## src/core/ims_consts.vh

```
// Shared offsets, field positions and reset values of the two-wire bus block
`ifndef IMS_CONSTS_VH
`define IMS_CONSTS_VH

// ------------------------------------------------------------
// Register byte offsets on APB
// ------------------------------------------------------------
`define IMS_OFS_STATUS 8'h00
`define IMS_OFS_CTRL 8'h04
`define IMS_OFS_ADDR 8'h08
`define IMS_OFS_BAUD 8'h0C
`define IMS_OFS_TXBUF 8'h10
`define IMS_OFS_RXBUF 8'h14
`define IMS_OFS_CMD 8'h18

// ------------------------------------------------------------
// Status fields (bus_status_register)
// ------------------------------------------------------------
`define IMS_ST_COL 10
`define IMS_ST_WCOL 7
`define IMS_ST_OVF 6

// ------------------------------------------------------------
// Control and command fields
// ------------------------------------------------------------
`define IMS_CTRL_EN 0
`define IMS_CTRL_REL 1
`define IMS_CTRL_STR 2
`define IMS_CTRL_TEN 3
`define IMS_CTRL_GCE 4
`define IMS_CMD_START 0
`define IMS_CMD_RSTART 1
`define IMS_CMD_STOP 2
`define IMS_CMD_RECV 3
`define IMS_CMD_ACKV 4

// ------------------------------------------------------------
// Reset values and bus constants
// ------------------------------------------------------------
`define IMS_BAUD_RST 8'hFF
`define IMS_ADDR_RST 10'h000
`define IMS_TEN_HDR 5'h1E
`define IMS_GC_ADDR 8'h00
`define IMS_RXF_W 8
`define IMS_RXF_AW 4

`endif

```

## src/core/ims_fifo.v

```verilog
// Receive FIFO with valid/ready on both sides
`timescale 1ns/1ps
`default_nettype none

module ims_fifo #(
	parameter W = 8,
	parameter AW = 4
) (
	input wire i_clk, // Core clock
	input wire i_rst, // Synchronous reset, active high
	input wire i_in_valid, // Write request
	output wire o_in_ready, // Space left
	input wire [W-1:0] i_in_data, // Write data
	output wire o_out_valid, // Data available
	input wire i_out_ready, // Read accept
	output wire [W-1:0] o_out_data // Head of queue
);

// ------------------------------------------------------------
// Storage and pointers
// ------------------------------------------------------------
localparam [AW:0] FULL = {1'b1, {AW{1'b0}}};
localparam [AW:0] ONE = {{AW{1'b0}}, 1'b1};
localparam [AW-1:0] STEP = {{(AW-1){1'b0}}, 1'b1};
reg [W-1:0] mem [0:(1<<AW)-1];
reg [AW-1:0] wr_ptr;
reg [AW-1:0] rd_ptr;
reg [AW:0] count;
wire do_wr = i_in_valid & o_in_ready;
wire do_rd = o_out_valid & i_out_ready;

// Full and empty come straight from the count, so neither can lie
assign o_in_ready = (count != FULL);
assign o_out_valid = (count != {(AW+1){1'b0}});
assign o_out_data = mem[rd_ptr];

// Pointer and count update
always @(posedge i_clk)
begin
	if (i_rst)
	begin
		wr_ptr <= {AW{1'b0}};
		rd_ptr <= {AW{1'b0}};
		count <= {(AW+1){1'b0}};
	end
	else
	begin
		if (do_wr)
			wr_ptr <= wr_ptr + STEP;
		if (do_rd)
			rd_ptr <= rd_ptr + STEP;
		if (do_wr & ~do_rd)
			count <= count + ONE;
		else if (do_rd & ~do_wr)
			count <= count - ONE;
	end
end

// Data array has no reset; contents are only read while valid
always @(posedge i_clk)
begin
	if (do_wr)
		mem[wr_ptr] <= i_in_data;
end

endmodule // ims_fifo

`default_nettype wire

```

## src/core/ims_i2c_core.v

```verilog
// Two-wire bus master/slave engine with APB status and control registers
//
// Local design decisions: the register offsets and the APB register port.
`timescale 1ns/1ps
`default_nettype none
`include "ims_consts.vh"

// What this block does
// - Master transmit records slave ACK/NACK at ack end
// - Transmit-progress flag spans byte plus acknowledge
// - Status bits 13 to 11 read zero
// - Bus collision sets flag until software clears
// - General call sets flag, stop clears
// - Second 10-bit address byte match sets flag
// - Transmit write while busy fails, flags collision
// - Byte arriving with full buffer flags overflow
// - Slave address clears, data byte sets flag
// - Stop flag tracks last start or stop
// - Slave answers 7-bit and 10-bit addresses
// - Master sends 7-bit and 10-bit address bytes
// - Clock held low until software releases it
// - Lost arbitration makes the master withdraw
// - Slowest bit rate is clock over 512
// - Registers are 16-bit words to software
module ims_i2c_core (
	input wire i_core_clk, // 125 MHz core clock
	input wire i_sys_rst, // Synchronous reset, active high
	input wire i_psel, // APB select
	input wire i_penable, // APB access phase
	input wire i_pwrite, // APB direction
	input wire [7:0] i_paddr, // APB byte address
	input wire [31:0] i_pwdata, // APB write data
	output reg [31:0] o_prdata, // APB read data
	output wire o_pready, // APB ready
	output wire o_pslverr, // APB error on unmapped address
	input wire i_scl, // serial_clock_pin level
	output wire o_scl, // Driven level, always low
	output reg o_scl_oe, // Pull serial clock low
	input wire i_sda, // serial_data_pin level
	output wire o_sda, // Driven level, always low
	output reg o_sda_oe // Pull serial data low
);

// ------------------------------------------------------------
// States
// ------------------------------------------------------------
localparam MS_IDLE = 3'h0, MS_START = 3'h1, MS_HOLD = 3'h2, MS_LOW = 3'h3;
localparam MS_HIGH = 3'h4, MS_STOP = 3'h5, MS_RSTART = 3'h6;
localparam SS_IDLE = 3'h0, SS_RX = 3'h1, SS_ACK = 3'h2, SS_TX = 3'h3;
localparam SS_TACK = 3'h4, SS_HOLD = 3'h5;
localparam PH_ADR = 2'h0, PH_ADR2 = 2'h1, PH_DAT = 2'h2;

// ------------------------------------------------------------
// Pin synchronisers: bit 1 clock, bit 0 data
// ------------------------------------------------------------
reg [1:0] pin_s1;
reg [1:0] pin_s2;
reg [1:0] pin_s3;
reg [1:0] pin_f;
reg [1:0] pin_p;
wire [1:0] pin_diff = pin_s2 ^ pin_s3;

// A level is accepted only once two stages agree, which rejects one-cycle glitches
always @(posedge i_core_clk)
begin
	if (i_sys_rst)
	begin
		pin_s1 <= 2'h3;
		pin_s2 <= 2'h3;
		pin_s3 <= 2'h3;
		pin_f <= 2'h3;
		pin_p <= 2'h3;
	end
	else
	begin
		pin_s1 <= {i_scl, i_sda};
		pin_s2 <= pin_s1;
		pin_s3 <= pin_s2;
		pin_f <= (pin_s3 & ~pin_diff) | (pin_f & pin_diff);
		pin_p <= pin_f;
	end
end

wire scl_f = pin_f[1];
wire sda_f = pin_f[0];
wire scl_rise = scl_f & ~pin_p[1];
wire scl_fall = ~scl_f & pin_p[1];
wire start_det = scl_f & pin_p[1] & pin_p[0] & ~sda_f;
wire stop_det = scl_f & pin_p[1] & ~pin_p[0] & sda_f;

// ------------------------------------------------------------
// APB decode
// ------------------------------------------------------------
wire apb_acc = i_psel & i_penable;
wire apb_wr = apb_acc & i_pwrite;
wire hit = (i_paddr == `IMS_OFS_STATUS) | (i_paddr == `IMS_OFS_CTRL) |
	(i_paddr == `IMS_OFS_ADDR) | (i_paddr == `IMS_OFS_BAUD) |
	(i_paddr == `IMS_OFS_TXBUF) | (i_paddr == `IMS_OFS_RXBUF) |
	(i_paddr == `IMS_OFS_CMD);
wire wr_stat = apb_wr & (i_paddr == `IMS_OFS_STATUS);
wire wr_ctrl = apb_wr & (i_paddr == `IMS_OFS_CTRL);
wire wr_addr = apb_wr & (i_paddr == `IMS_OFS_ADDR);
wire wr_baud = apb_wr & (i_paddr == `IMS_OFS_BAUD);
wire wr_tx = apb_wr & (i_paddr == `IMS_OFS_TXBUF);
wire wr_cmd = apb_wr & (i_paddr == `IMS_OFS_CMD);
wire rx_pop = apb_acc & ~i_pwrite & (i_paddr == `IMS_OFS_RXBUF);
wire cmd_start = wr_cmd & i_pwdata[`IMS_CMD_START];
wire cmd_rstart = wr_cmd & i_pwdata[`IMS_CMD_RSTART];
wire cmd_stop = wr_cmd & i_pwdata[`IMS_CMD_STOP];
wire cmd_recv = wr_cmd & i_pwdata[`IMS_CMD_RECV];

// Zero-wait slave; an unmapped address answers with an error
assign o_pready = 1'b1;
assign o_pslverr = apb_acc & ~hit;
assign o_scl = 1'b0;
assign o_sda = 1'b0;

// ------------------------------------------------------------
// Registers, flags and engine state
// ------------------------------------------------------------
reg ctrl_en, rel_ctl, ctrl_str, ctrl_ten, ctrl_gce;
reg [9:0] own_addr;
reg [7:0] baud;
reg [7:0] tx_data;
reg tx_full, bus_busy;
reg f_ack, f_txp, f_col, f_gc, f_ten, f_wcol, f_ovf, f_da, f_stop, f_start;
reg [2:0] m_state;
reg [1:0] m_ph;
reg [8:0] m_sh;
reg [3:0] m_cnt;
reg m_tx, m_scl, m_sda;
reg [7:0] tmr;
reg [2:0] s_state;
reg [1:0] s_ph;
reg [7:0] s_sh;
reg [3:0] s_cnt;
reg s_rd, s_mack, s_tenm, s_scl, s_sda;
reg push_v;
reg [7:0] push_d;
wire rx_rdy;
wire rx_vld;
wire [7:0] rx_head;

wire tmr_done = (tmr == 8'h00);
wire busy = tx_full | (s_state == SS_TX) | ~((m_state == MS_IDLE) | (m_state == MS_HOLD));
wire gc_hit = ctrl_gce & (s_sh == `IMS_GC_ADDR);
wire m7_hit = ~ctrl_ten & (s_sh[7:1] == own_addr[6:0]);
wire t1_hit = ctrl_ten & (s_sh[7:3] == `IMS_TEN_HDR) & (s_sh[2:1] == own_addr[9:8]);
wire s_go_tx = (s_state == SS_ACK) ? s_rd : s_mack;
wire [15:0] stat = {f_ack, f_txp, 3'h0, f_col, f_gc, f_ten, f_wcol, f_ovf,
	f_da, f_stop, f_start, s_rd, rx_vld, tx_full};

// ------------------------------------------------------------
// Core process: software writes first, hardware events later so a set wins
// ------------------------------------------------------------
always @(posedge i_core_clk)
begin
	if (i_sys_rst)
	begin
		ctrl_en <= 1'b0;
		rel_ctl <= 1'b1;
		ctrl_str <= 1'b0;
		ctrl_ten <= 1'b0;
		ctrl_gce <= 1'b0;
		own_addr <= `IMS_ADDR_RST;
		baud <= `IMS_BAUD_RST;
		tx_data <= 8'h00;
		tx_full <= 1'b0;
		bus_busy <= 1'b0;
		{f_ack, f_txp, f_col, f_gc, f_ten} <= 5'h00;
		{f_wcol, f_ovf, f_da, f_stop, f_start} <= 5'h00;
		m_state <= MS_IDLE;
		m_ph <= 2'h0;
		m_sh <= 9'h000;
		m_cnt <= 4'h0;
		{m_tx, m_scl, m_sda} <= 3'h0;
		tmr <= 8'h00;
		s_state <= SS_IDLE;
		s_ph <= PH_ADR;
		s_sh <= 8'h00;
		s_cnt <= 4'h0;
		{s_rd, s_mack, s_tenm, s_scl, s_sda} <= 5'h00;
		push_v <= 1'b0;
		push_d <= 8'h00;
	end
	else
	begin
		push_v <= 1'b0;
		if (!tmr_done)
			tmr <= tmr - 8'h01;
		// Software side
		if (wr_ctrl)
		begin
			ctrl_en <= i_pwdata[`IMS_CTRL_EN];
			rel_ctl <= i_pwdata[`IMS_CTRL_REL];
			ctrl_str <= i_pwdata[`IMS_CTRL_STR];
			ctrl_ten <= i_pwdata[`IMS_CTRL_TEN];
			ctrl_gce <= i_pwdata[`IMS_CTRL_GCE];
		end
		if (wr_addr)
			own_addr <= i_pwdata[9:0];
		if (wr_baud)
			baud <= i_pwdata[7:0];
		if (wr_stat)
		begin
			if (~i_pwdata[`IMS_ST_COL])
				f_col <= 1'b0;
			if (~i_pwdata[`IMS_ST_WCOL])
				f_wcol <= 1'b0;
			if (~i_pwdata[`IMS_ST_OVF])
				f_ovf <= 1'b0;
		end
		if (wr_tx)
		begin
			if (busy)
				f_wcol <= 1'b1;
			else
			begin
				tx_data <= i_pwdata[7:0];
				tx_full <= 1'b1;
			end
		end
		// Bus conditions seen on the pins, our own included
		if (start_det)
		begin
			bus_busy <= 1'b1;
			f_start <= 1'b1;
			f_stop <= 1'b0;
		end
		if (stop_det)
		begin
			bus_busy <= 1'b0;
			f_start <= 1'b0;
			f_stop <= 1'b1;
			f_gc <= 1'b0;
			f_ten <= 1'b0;
		end
		// Master engine; every bit half lasts baud+1 cycles at least
		if (~ctrl_en)
		begin
			m_state <= MS_IDLE;
			m_scl <= 1'b0;
			m_sda <= 1'b0;
		end
		else
		begin
			case (m_state)
			MS_IDLE:
			begin
				m_scl <= 1'b0;
				m_sda <= 1'b0;
				if (cmd_start & bus_busy)
					f_col <= 1'b1;
				else if (cmd_start)
				begin
					m_sda <= 1'b1;
					tmr <= baud;
					m_state <= MS_START;
				end
			end
			MS_START:
				if (tmr_done)
				begin
					m_scl <= 1'b1;
					tmr <= baud;
					m_state <= MS_HOLD;
				end
			MS_HOLD:
			begin
				// Clock stays low here, which suspends the bus until software acts
				m_sda <= 1'b0;
				m_cnt <= 4'h0;
				tmr <= baud;
				m_ph <= 2'h0;
				if (tx_full)
				begin
					m_sh <= {tx_data, 1'b1};
					m_tx <= 1'b1;
					tx_full <= 1'b0;
					f_txp <= 1'b1;
					m_state <= MS_LOW;
				end
				else if (cmd_recv)
				begin
					m_sh <= {8'hFF, i_pwdata[`IMS_CMD_ACKV]};
					m_tx <= 1'b0;
					m_state <= MS_LOW;
				end
				else if (cmd_stop)
				begin
					m_sda <= 1'b1;
					m_state <= MS_STOP;
				end
				else if (cmd_rstart)
					m_state <= MS_RSTART;
			end
			MS_LOW:
			begin
				// Data moves one cycle after the clock fell
				m_sda <= ~m_sh[8];
				if (tmr_done)
				begin
					m_scl <= 1'b0;
					tmr <= baud;
					m_state <= MS_HIGH;
				end
			end
			MS_HIGH:
			begin
				if (~scl_f)
					tmr <= baud;
				else if (tmr_done)
				begin
					if (m_tx & (m_cnt != 4'h8) & m_sh[8] & ~sda_f)
					begin
						m_scl <= 1'b0;
						m_sda <= 1'b0;
						f_col <= 1'b1;
						f_txp <= 1'b0;
						m_state <= MS_IDLE;
					end
					else
					begin
						m_sh <= {m_sh[7:0], sda_f};
						m_scl <= 1'b1;
						tmr <= baud;
						m_cnt <= m_cnt + 4'h1;
						m_state <= MS_LOW;
						if (m_cnt == 4'h8)
						begin
							m_state <= MS_HOLD;
							if (m_tx)
							begin
								f_ack <= sda_f;
								f_txp <= 1'b0;
							end
							else if (rx_rdy)
							begin
								push_v <= 1'b1;
								push_d <= m_sh[7:0];
							end
							else
								f_ovf <= 1'b1;
						end
					end
				end
			end
			MS_STOP:
			begin
				if ((m_ph == 2'h0) & tmr_done)
				begin
					m_scl <= 1'b0;
					tmr <= baud;
					m_ph <= 2'h1;
				end
				else if ((m_ph == 2'h1) & ~scl_f)
					tmr <= baud;
				else if ((m_ph == 2'h1) & tmr_done)
				begin
					m_sda <= 1'b0;
					tmr <= baud;
					m_ph <= 2'h2;
				end
				else if ((m_ph == 2'h2) & tmr_done)
					m_state <= MS_IDLE;
			end
			MS_RSTART:
			begin
				if ((m_ph == 2'h0) & tmr_done)
				begin
					m_scl <= 1'b0;
					tmr <= baud;
					m_ph <= 2'h1;
				end
				else if ((m_ph == 2'h1) & ~scl_f)
					tmr <= baud;
				else if ((m_ph == 2'h1) & tmr_done)
				begin
					m_sda <= 1'b1;
					tmr <= baud;
					m_ph <= 2'h2;
				end
				else if ((m_ph == 2'h2) & tmr_done)
				begin
					m_scl <= 1'b1;
					tmr <= baud;
					m_state <= MS_HOLD;
				end
			end
			default:
				m_state <= MS_IDLE;
			endcase
		end
		// Slave engine; it listens only while the master side is idle
		if (~ctrl_en | (m_state != MS_IDLE) | stop_det)
		begin
			s_state <= SS_IDLE;
			s_scl <= 1'b0;
			s_sda <= 1'b0;
			if (stop_det)
				s_tenm <= 1'b0;
		end
		else if (start_det)
		begin
			s_state <= SS_RX;
			s_cnt <= 4'h0;
			s_ph <= PH_ADR;
			s_sda <= 1'b0;
		end
		else
		begin
			case (s_state)
			SS_IDLE:
				s_sda <= 1'b0;
			SS_RX:
				if (scl_rise)
				begin
					s_sh <= {s_sh[6:0], sda_f};
					s_cnt <= s_cnt + 4'h1;
				end
				else if (scl_fall & (s_cnt == 4'h8))
				begin
					// Not addressed or refused unless a branch acknowledges
					s_state <= SS_IDLE;
					if ((s_ph == PH_DAT) & rx_rdy)
					begin
						push_v <= 1'b1;
						push_d <= s_sh;
						f_da <= 1'b1;
						s_sda <= 1'b1;
						s_state <= SS_ACK;
					end
					else if (s_ph == PH_DAT)
						f_ovf <= 1'b1;
					else if ((s_ph == PH_ADR2) & (s_sh == own_addr[7:0]))
					begin
						f_ten <= 1'b1;
						s_tenm <= 1'b1;
						f_da <= 1'b0;
						s_ph <= PH_DAT;
						s_sda <= 1'b1;
						s_state <= SS_ACK;
					end
					else if ((s_ph == PH_ADR) & (gc_hit | m7_hit))
					begin
						if (gc_hit)
							f_gc <= 1'b1;
						f_da <= 1'b0;
						s_rd <= s_sh[0] & ~gc_hit;
						s_ph <= PH_DAT;
						s_sda <= 1'b1;
						s_state <= SS_ACK;
					end
					else if ((s_ph == PH_ADR) & t1_hit & (~s_sh[0] | s_tenm))
					begin
						s_rd <= s_sh[0];
						s_ph <= s_sh[0] ? PH_DAT : PH_ADR2;
						if (s_sh[0])
							f_da <= 1'b0;
						s_sda <= 1'b1;
						s_state <= SS_ACK;
					end
				end
			SS_ACK, SS_TACK:
			begin
				if (scl_rise)
					s_mack <= ~sda_f;
				if (scl_fall)
				begin
					s_sda <= 1'b0;
					s_cnt <= 4'h0;
					if ((s_state == SS_TACK) & ~s_mack)
						s_state <= SS_IDLE;
					else if (ctrl_str)
					begin
						s_scl <= 1'b1;
						rel_ctl <= 1'b0;
						s_mack <= s_go_tx;
						s_state <= SS_HOLD;
					end
					else if (s_go_tx)
					begin
						s_sh <= tx_data;
						s_sda <= ~tx_data[7];
						tx_full <= 1'b0;
						s_state <= SS_TX;
					end
					else
						s_state <= SS_RX;
				end
			end
			SS_HOLD:
			begin
				// Data is set up while the clock is still held, never at release
				if (s_go_tx)
				begin
					s_sh <= tx_data;
					s_sda <= ~tx_data[7];
				end
				if (rel_ctl)
				begin
					s_scl <= 1'b0;
					s_state <= s_go_tx ? SS_TX : SS_RX;
					if (s_go_tx)
						tx_full <= 1'b0;
				end
			end
			SS_TX:
				if (scl_fall)
				begin
					s_cnt <= s_cnt + 4'h1;
					if (s_cnt == 4'h7)
					begin
						s_sda <= 1'b0;
						s_state <= SS_TACK;
					end
					else
					begin
						s_sh <= {s_sh[6:0], 1'b0};
						s_sda <= ~s_sh[6];
					end
				end
			default:
				s_state <= SS_IDLE;
			endcase
		end
	end
end

// ------------------------------------------------------------
// Read data, captured in the setup phase; 16-bit words in the low half
// ------------------------------------------------------------
always @(posedge i_core_clk)
begin
	if (i_sys_rst)
		o_prdata <= 32'h00000000;
	else if (i_psel & ~i_penable & ~i_pwrite)
	begin
		case (i_paddr)
		`IMS_OFS_STATUS: o_prdata <= {16'h0000, stat};
		`IMS_OFS_CTRL: o_prdata <= {27'h0000000, ctrl_gce, ctrl_ten, ctrl_str, rel_ctl, ctrl_en};
		`IMS_OFS_ADDR: o_prdata <= {22'h000000, own_addr};
		`IMS_OFS_BAUD: o_prdata <= {24'h000000, baud};
		`IMS_OFS_TXBUF: o_prdata <= {24'h000000, tx_data};
		`IMS_OFS_RXBUF: o_prdata <= {24'h000000, rx_head};
		default: o_prdata <= 32'h00000000;
		endcase
	end
end

// ------------------------------------------------------------
// Pin drivers: both engines may pull, registered to keep glitches off the wire
// ------------------------------------------------------------
always @(posedge i_core_clk)
begin
	if (i_sys_rst)
	begin
		o_scl_oe <= 1'b0;
		o_sda_oe <= 1'b0;
	end
	else
	begin
		o_scl_oe <= m_scl | s_scl;
		o_sda_oe <= m_sda | s_sda;
	end
end

// ------------------------------------------------------------
// Receive buffer; a full queue turns a finished byte into an overflow
// ------------------------------------------------------------
ims_fifo #(
	.W(`IMS_RXF_W),
	.AW(`IMS_RXF_AW)
) u_rx_fifo (
	.i_clk(i_core_clk),
	.i_rst(i_sys_rst),
	.i_in_valid(push_v),
	.o_in_ready(rx_rdy),
	.i_in_data(push_d),
	.o_out_valid(rx_vld),
	.i_out_ready(rx_pop),
	.o_out_data(rx_head)
);

endmodule // ims_i2c_core

`default_nettype wire

```

## config.mk

```make
export PLATFORM = sky130hd
export DESIGN_NAME = ims_i2c_core
export DESIGN_NICKNAME = d
export VERILOG_FILES = /design/src/core/ims_fifo.v /design/src/core/ims_i2c_core.v
export VERILOG_INCLUDE_DIRS = /design/src /design/src/core
export SDC_FILE = /design/constraint.sdc
export NUM_CORES = 1
export LEC_CHECK = 0
export BUFFER_PORTS_ARGS = -buffer_cell sky130_fd_sc_hd__buf_4
export CORE_MARGIN = 4
export CORE_UTILIZATION = 23
export CTS_CLUSTER_DIAMETER = 120
export DETAILED_ROUTE_END_ITERATION = 7
export PLACE_DENSITY_LB_ADDON = 0.25
export SLEW_MARGIN = 20
export SYNTH_ARGS = -nofsm -noshare
export SYNTH_HDL_FRONTEND = slang
export SYNTH_SLANG_ARGS = --single-unit
export TNS_END_PERCENT = 100
```

## constraint.sdc

```tcl
create_clock -name i_core_clk -period 3.16 [get_ports i_core_clk]
set_clock_uncertainty 0.05 [all_clocks]
set_input_delay 0.158 -clock i_core_clk [delete_from_list [all_inputs] [get_ports i_core_clk]]
set_output_delay 0.158 -clock i_core_clk [all_outputs]
set_load 0.1 [all_outputs]
```

==> results.json <==
{
  "outcome": "finished, final reports clean",
  "cp_data_arrival_time_ns": 3.41,
  "num_vias": 9890,
  "postPlaceCellArea_um2": 14500,
  "cts_buffers": 31,
  "post-route-period-util": 0.934,
  "place.port_buffers": 41,
  "ir_drop_mv": 0.409,
  "synth_area_per_cell_um2": 10.9,
  "synth_seq_cells": 272,
  "netlist_area_um2": 13200,
  "ctsLongestPathBuffers": 3,
  "path_buf_inv": 3,
  "antenna_found_initial": 0,
  "critical_path.max_fanout": 4,
  "cts_tree": "built",
  "drive_gt1_frac": 0.181,
  "final.setup.worst_slack_ns": 0.210,
  "io_pins": 85,
  "overflow": 0,
  "grt_pass1_wl_um": 60100,
  "yosysSeqAreaShare": 0.511,
  "seq_area_um2": 6730,
  "diodes": 0,
  "grt_pass1_vias": 9662,
  "drt-total-wl_um": 39900,
  "worst_pin_slew_ns": 0.801,
  "dp_hpwl_um": 28400,
  "die_height_um": 247,
  "fin_crit_ns": 2.95,
  "cap_violations": 0,
  "dr.pass1.iters": 5,
  "crit_path_end_kind": "flip-flop",
  "cts.sinks": 272,
  "crit_path_cell_trace": "nor4_2 -> buf_4 -> nand2b_1 -> and3_1 -> inv_1 -> ha_1 -> inv_1 -> fa_1 -> a21o_1 -> a21oi_1 -> xnor2_1 -> or3_1 -> a21oi_1",
  "coreArea_um2": 56500,
  "critPathMaxStageDelay_ns": 0.47,
  "rows": 87,
  "synth_ff_type": "dfxtp_1",
  "fin_total_pwr_uw": 8200,
  "multi_input_area_um2": 5980,
  "p_per_area_nw_per_um2": 523,
  "wl_per_cell_um": 19.3,
  "cts.clk_slew.worst_paths_ns": 0.06,
  "cts-root-buf": "clkbuf_16",
  "cp_data_required_time_ns": 3.62,
  "path_class": "reg2reg",
  "insertion_delay_ns": 0.59,
  "synth-edff-count": 128,
  "stdcell_area_um2": 15700,
  "place.gp.congestion": 0.849,
  "final_core_util": 0.278,
  "async_reset_ff_frac": 0,
  "leakage_uw": 0.00545,
  "mostFrequentLayoutCell": "dfxtp_1",
  "hold_viol": 0,
  "slew_headroom": 0.465,
  "dieArea_um2": 61200,
  "drc": 0,
  "fillers": 5872,
  "htreeDepth": 1,
  "critPathTopFamily": "simple AND/OR/NAND/NOR gates",
  "grt_max_degree": 56,
  "via_per_inst": 4.79,
  "nets": 1347,
  "finalSetupViolCount": 0,
  "track_usage": 0.127,
  "dp_slack_ns": 0.163,
  "die_w_um": 247,
  "fmax_mhz": 339,
  "postCtsSetupRepairBufs": 0,
  "synth_warnings": 0,
  "final_cell_mix": "dfxtp_1 (143), edfxtp_1 (128), nor2_1 (116), buf_4 (97), nand2_1 (89)",
  "drt_iter0_drc": 743,
  "worstSetupStartpointType": "flip-flop",
  "ant_nets": 0,
  "min_path_type": "in2reg",
  "critPathSlowestCell": "fa_1",
  "synthCells": 1209,
  "initial_core_util": 0.233,
  "synth_cell_types": 90,
  "area_growth_pct": 19.1,
  "maxSlewViolCount": 0
}
-- sequential cells by signal, indices dropped and copies added, names as in the netlist, 3 cells and up, named ones only --
name              count
u_rx_fifo.count       5
u_rx_fifo.wr_ptr      4
u_rx_fifo.rd_ptr      4
s_cnt                 4
tmr                   8
u_rx_fifo.mem       128
tx_data               8
own_addr             10
o_prdata             13
m_state               3
m_sh                  9
s_sh                  8
s_state               3
m_cnt                 4
push_d                8
baud                  8
-- worst register-to-register path: stages (launching register included) --
cell and delay (ns):
dfxtp_1 0.36, nor4_2 0.31, buf_4 0.16, nand2b_1 0.08, and3_1 0.21, inv_1 0.07, ha_1 0.17, inv_1 0.11
fa_1 0.47, a21o_1 0.17, a21oi_1 0.17, xnor2_1 0.09, or3_1 0.30, a21oi_1 0.16
-- cell type report --
class                           count  share of cell area
Inverter                           24             0.00574
Clock buffer                       40              0.0529
Clock inverter                     16              0.0106
Sequential cell                   272               0.429
Tap cell                          756              0.0603
Multi-Input combinational cell    839               0.381
Timing Repair Buffer              117              0.0605
-- timing repair --
item	in CTS	in global routing
endpoints found under the hold margin	45	0
resized for setup	0	1
hold buffers	18	0
endpoints found under the setup margin	0	1
-- synth_stat cells, types with 5 or more instances --
library cell  number  share of area
dfxtp_1          144           0.22
edfxtp_1         128           0.29
nor2_1           116          0.033
nand2_1           89          0.025
a21oi_1           85          0.032
clkbuf_1          42          0.012
mux2i_1           42          0.032
mux4_2            41          0.070
nand3_1           36          0.014
o21ai_0           36          0.014
buf_4             24          0.014
nor2b_1           24          0.011
inv_1             23         0.0066
nor3_1            23         0.0087
a211oi_1          21          0.012
nand2b_1          19         0.0090
buf_2             17         0.0065
xor2_1            16          0.011
o21ai_1           15         0.0057
xnor2_1           15          0.010
ha_1              14          0.013
mux2_2            14          0.012
o211ai_1          13         0.0074
nand4_1           11         0.0052
a211o_1           10         0.0066
buf_1             10         0.0029
nand3b_1           9         0.0051
or2_2              9         0.0043
or3_1              9         0.0043
o22ai_1            8         0.0038
a221oi_1           7         0.0047
and3_1             7         0.0033
a22oi_1            6         0.0034
a311oi_1           6         0.0040
nor3b_1            6         0.0034
o21a_1             6         0.0034
a21o_1             5         0.0029
a31oi_1            5         0.0024
a32o_1             5         0.0038
and2_1             5         0.0024
or4_1              5         0.0029
-- stage by stage --
step / hold WS [ns] / instances / setup TNS (ns)
final: 0.0869 / 2064 / 0
after global routing: 0.116 / 2064 / -0.00125
after CTS: 0.0634 / 2064 / 0
after detailed placement: 0.300 / 1990 / 0
after global placement: 0.299 / 1990 / 0
after floorplan: 0.212 / 1229 / 0
-- metal layers --
metal	share of wire	vias up	wire, um	GRT usage
li1	-	4620	-	-
met1	0.46	4907	18200	0.180
met2	0.46	305	18300	0.206
met3	0.061	58	2440	0.0205
met4	0.021	0	842	0.0275
met5	0	-	0	0
-- worst paths after layout --
path	from	to	slack [ns]	depth (start not counted)
max	u_rx_fifo.count[0]	u_rx_fifo.count[4]	0.21	13
min reg2reg	pin_s1[0]	pin_s2[0]	0.36	1
max reg2reg	u_rx_fifo.count[0]	u_rx_fifo.count[4]	0.21	13
min	i_paddr[7]	f_wcol	0.09	6
-- logic make-up (layout without fill, tap and decap cells) --
group | count (synthesis) | count (layout) | synth area share
buffers and inverters | 118 | 197 | 0.0427
adders and majority gates | 15 | 15 | 0.0148
muxes | 98 | 98 | 0.115
other | 2 | 22 | 0.000570
xor gates and xnor gates | 31 | 31 | 0.0206
DFF | 272 | 272 | 0.511
and+or+nand+nor | 404 | 404 | 0.160
AOI/OAI and AO/OA | 269 | 269 | 0.136
-- power by group --
group          switching, uW  internal (uW)
Sequential              57.2           3700
Clock                   1480           2090
Combinational            564            318
No activity file was read; power rests on OpenSTA's default activity.
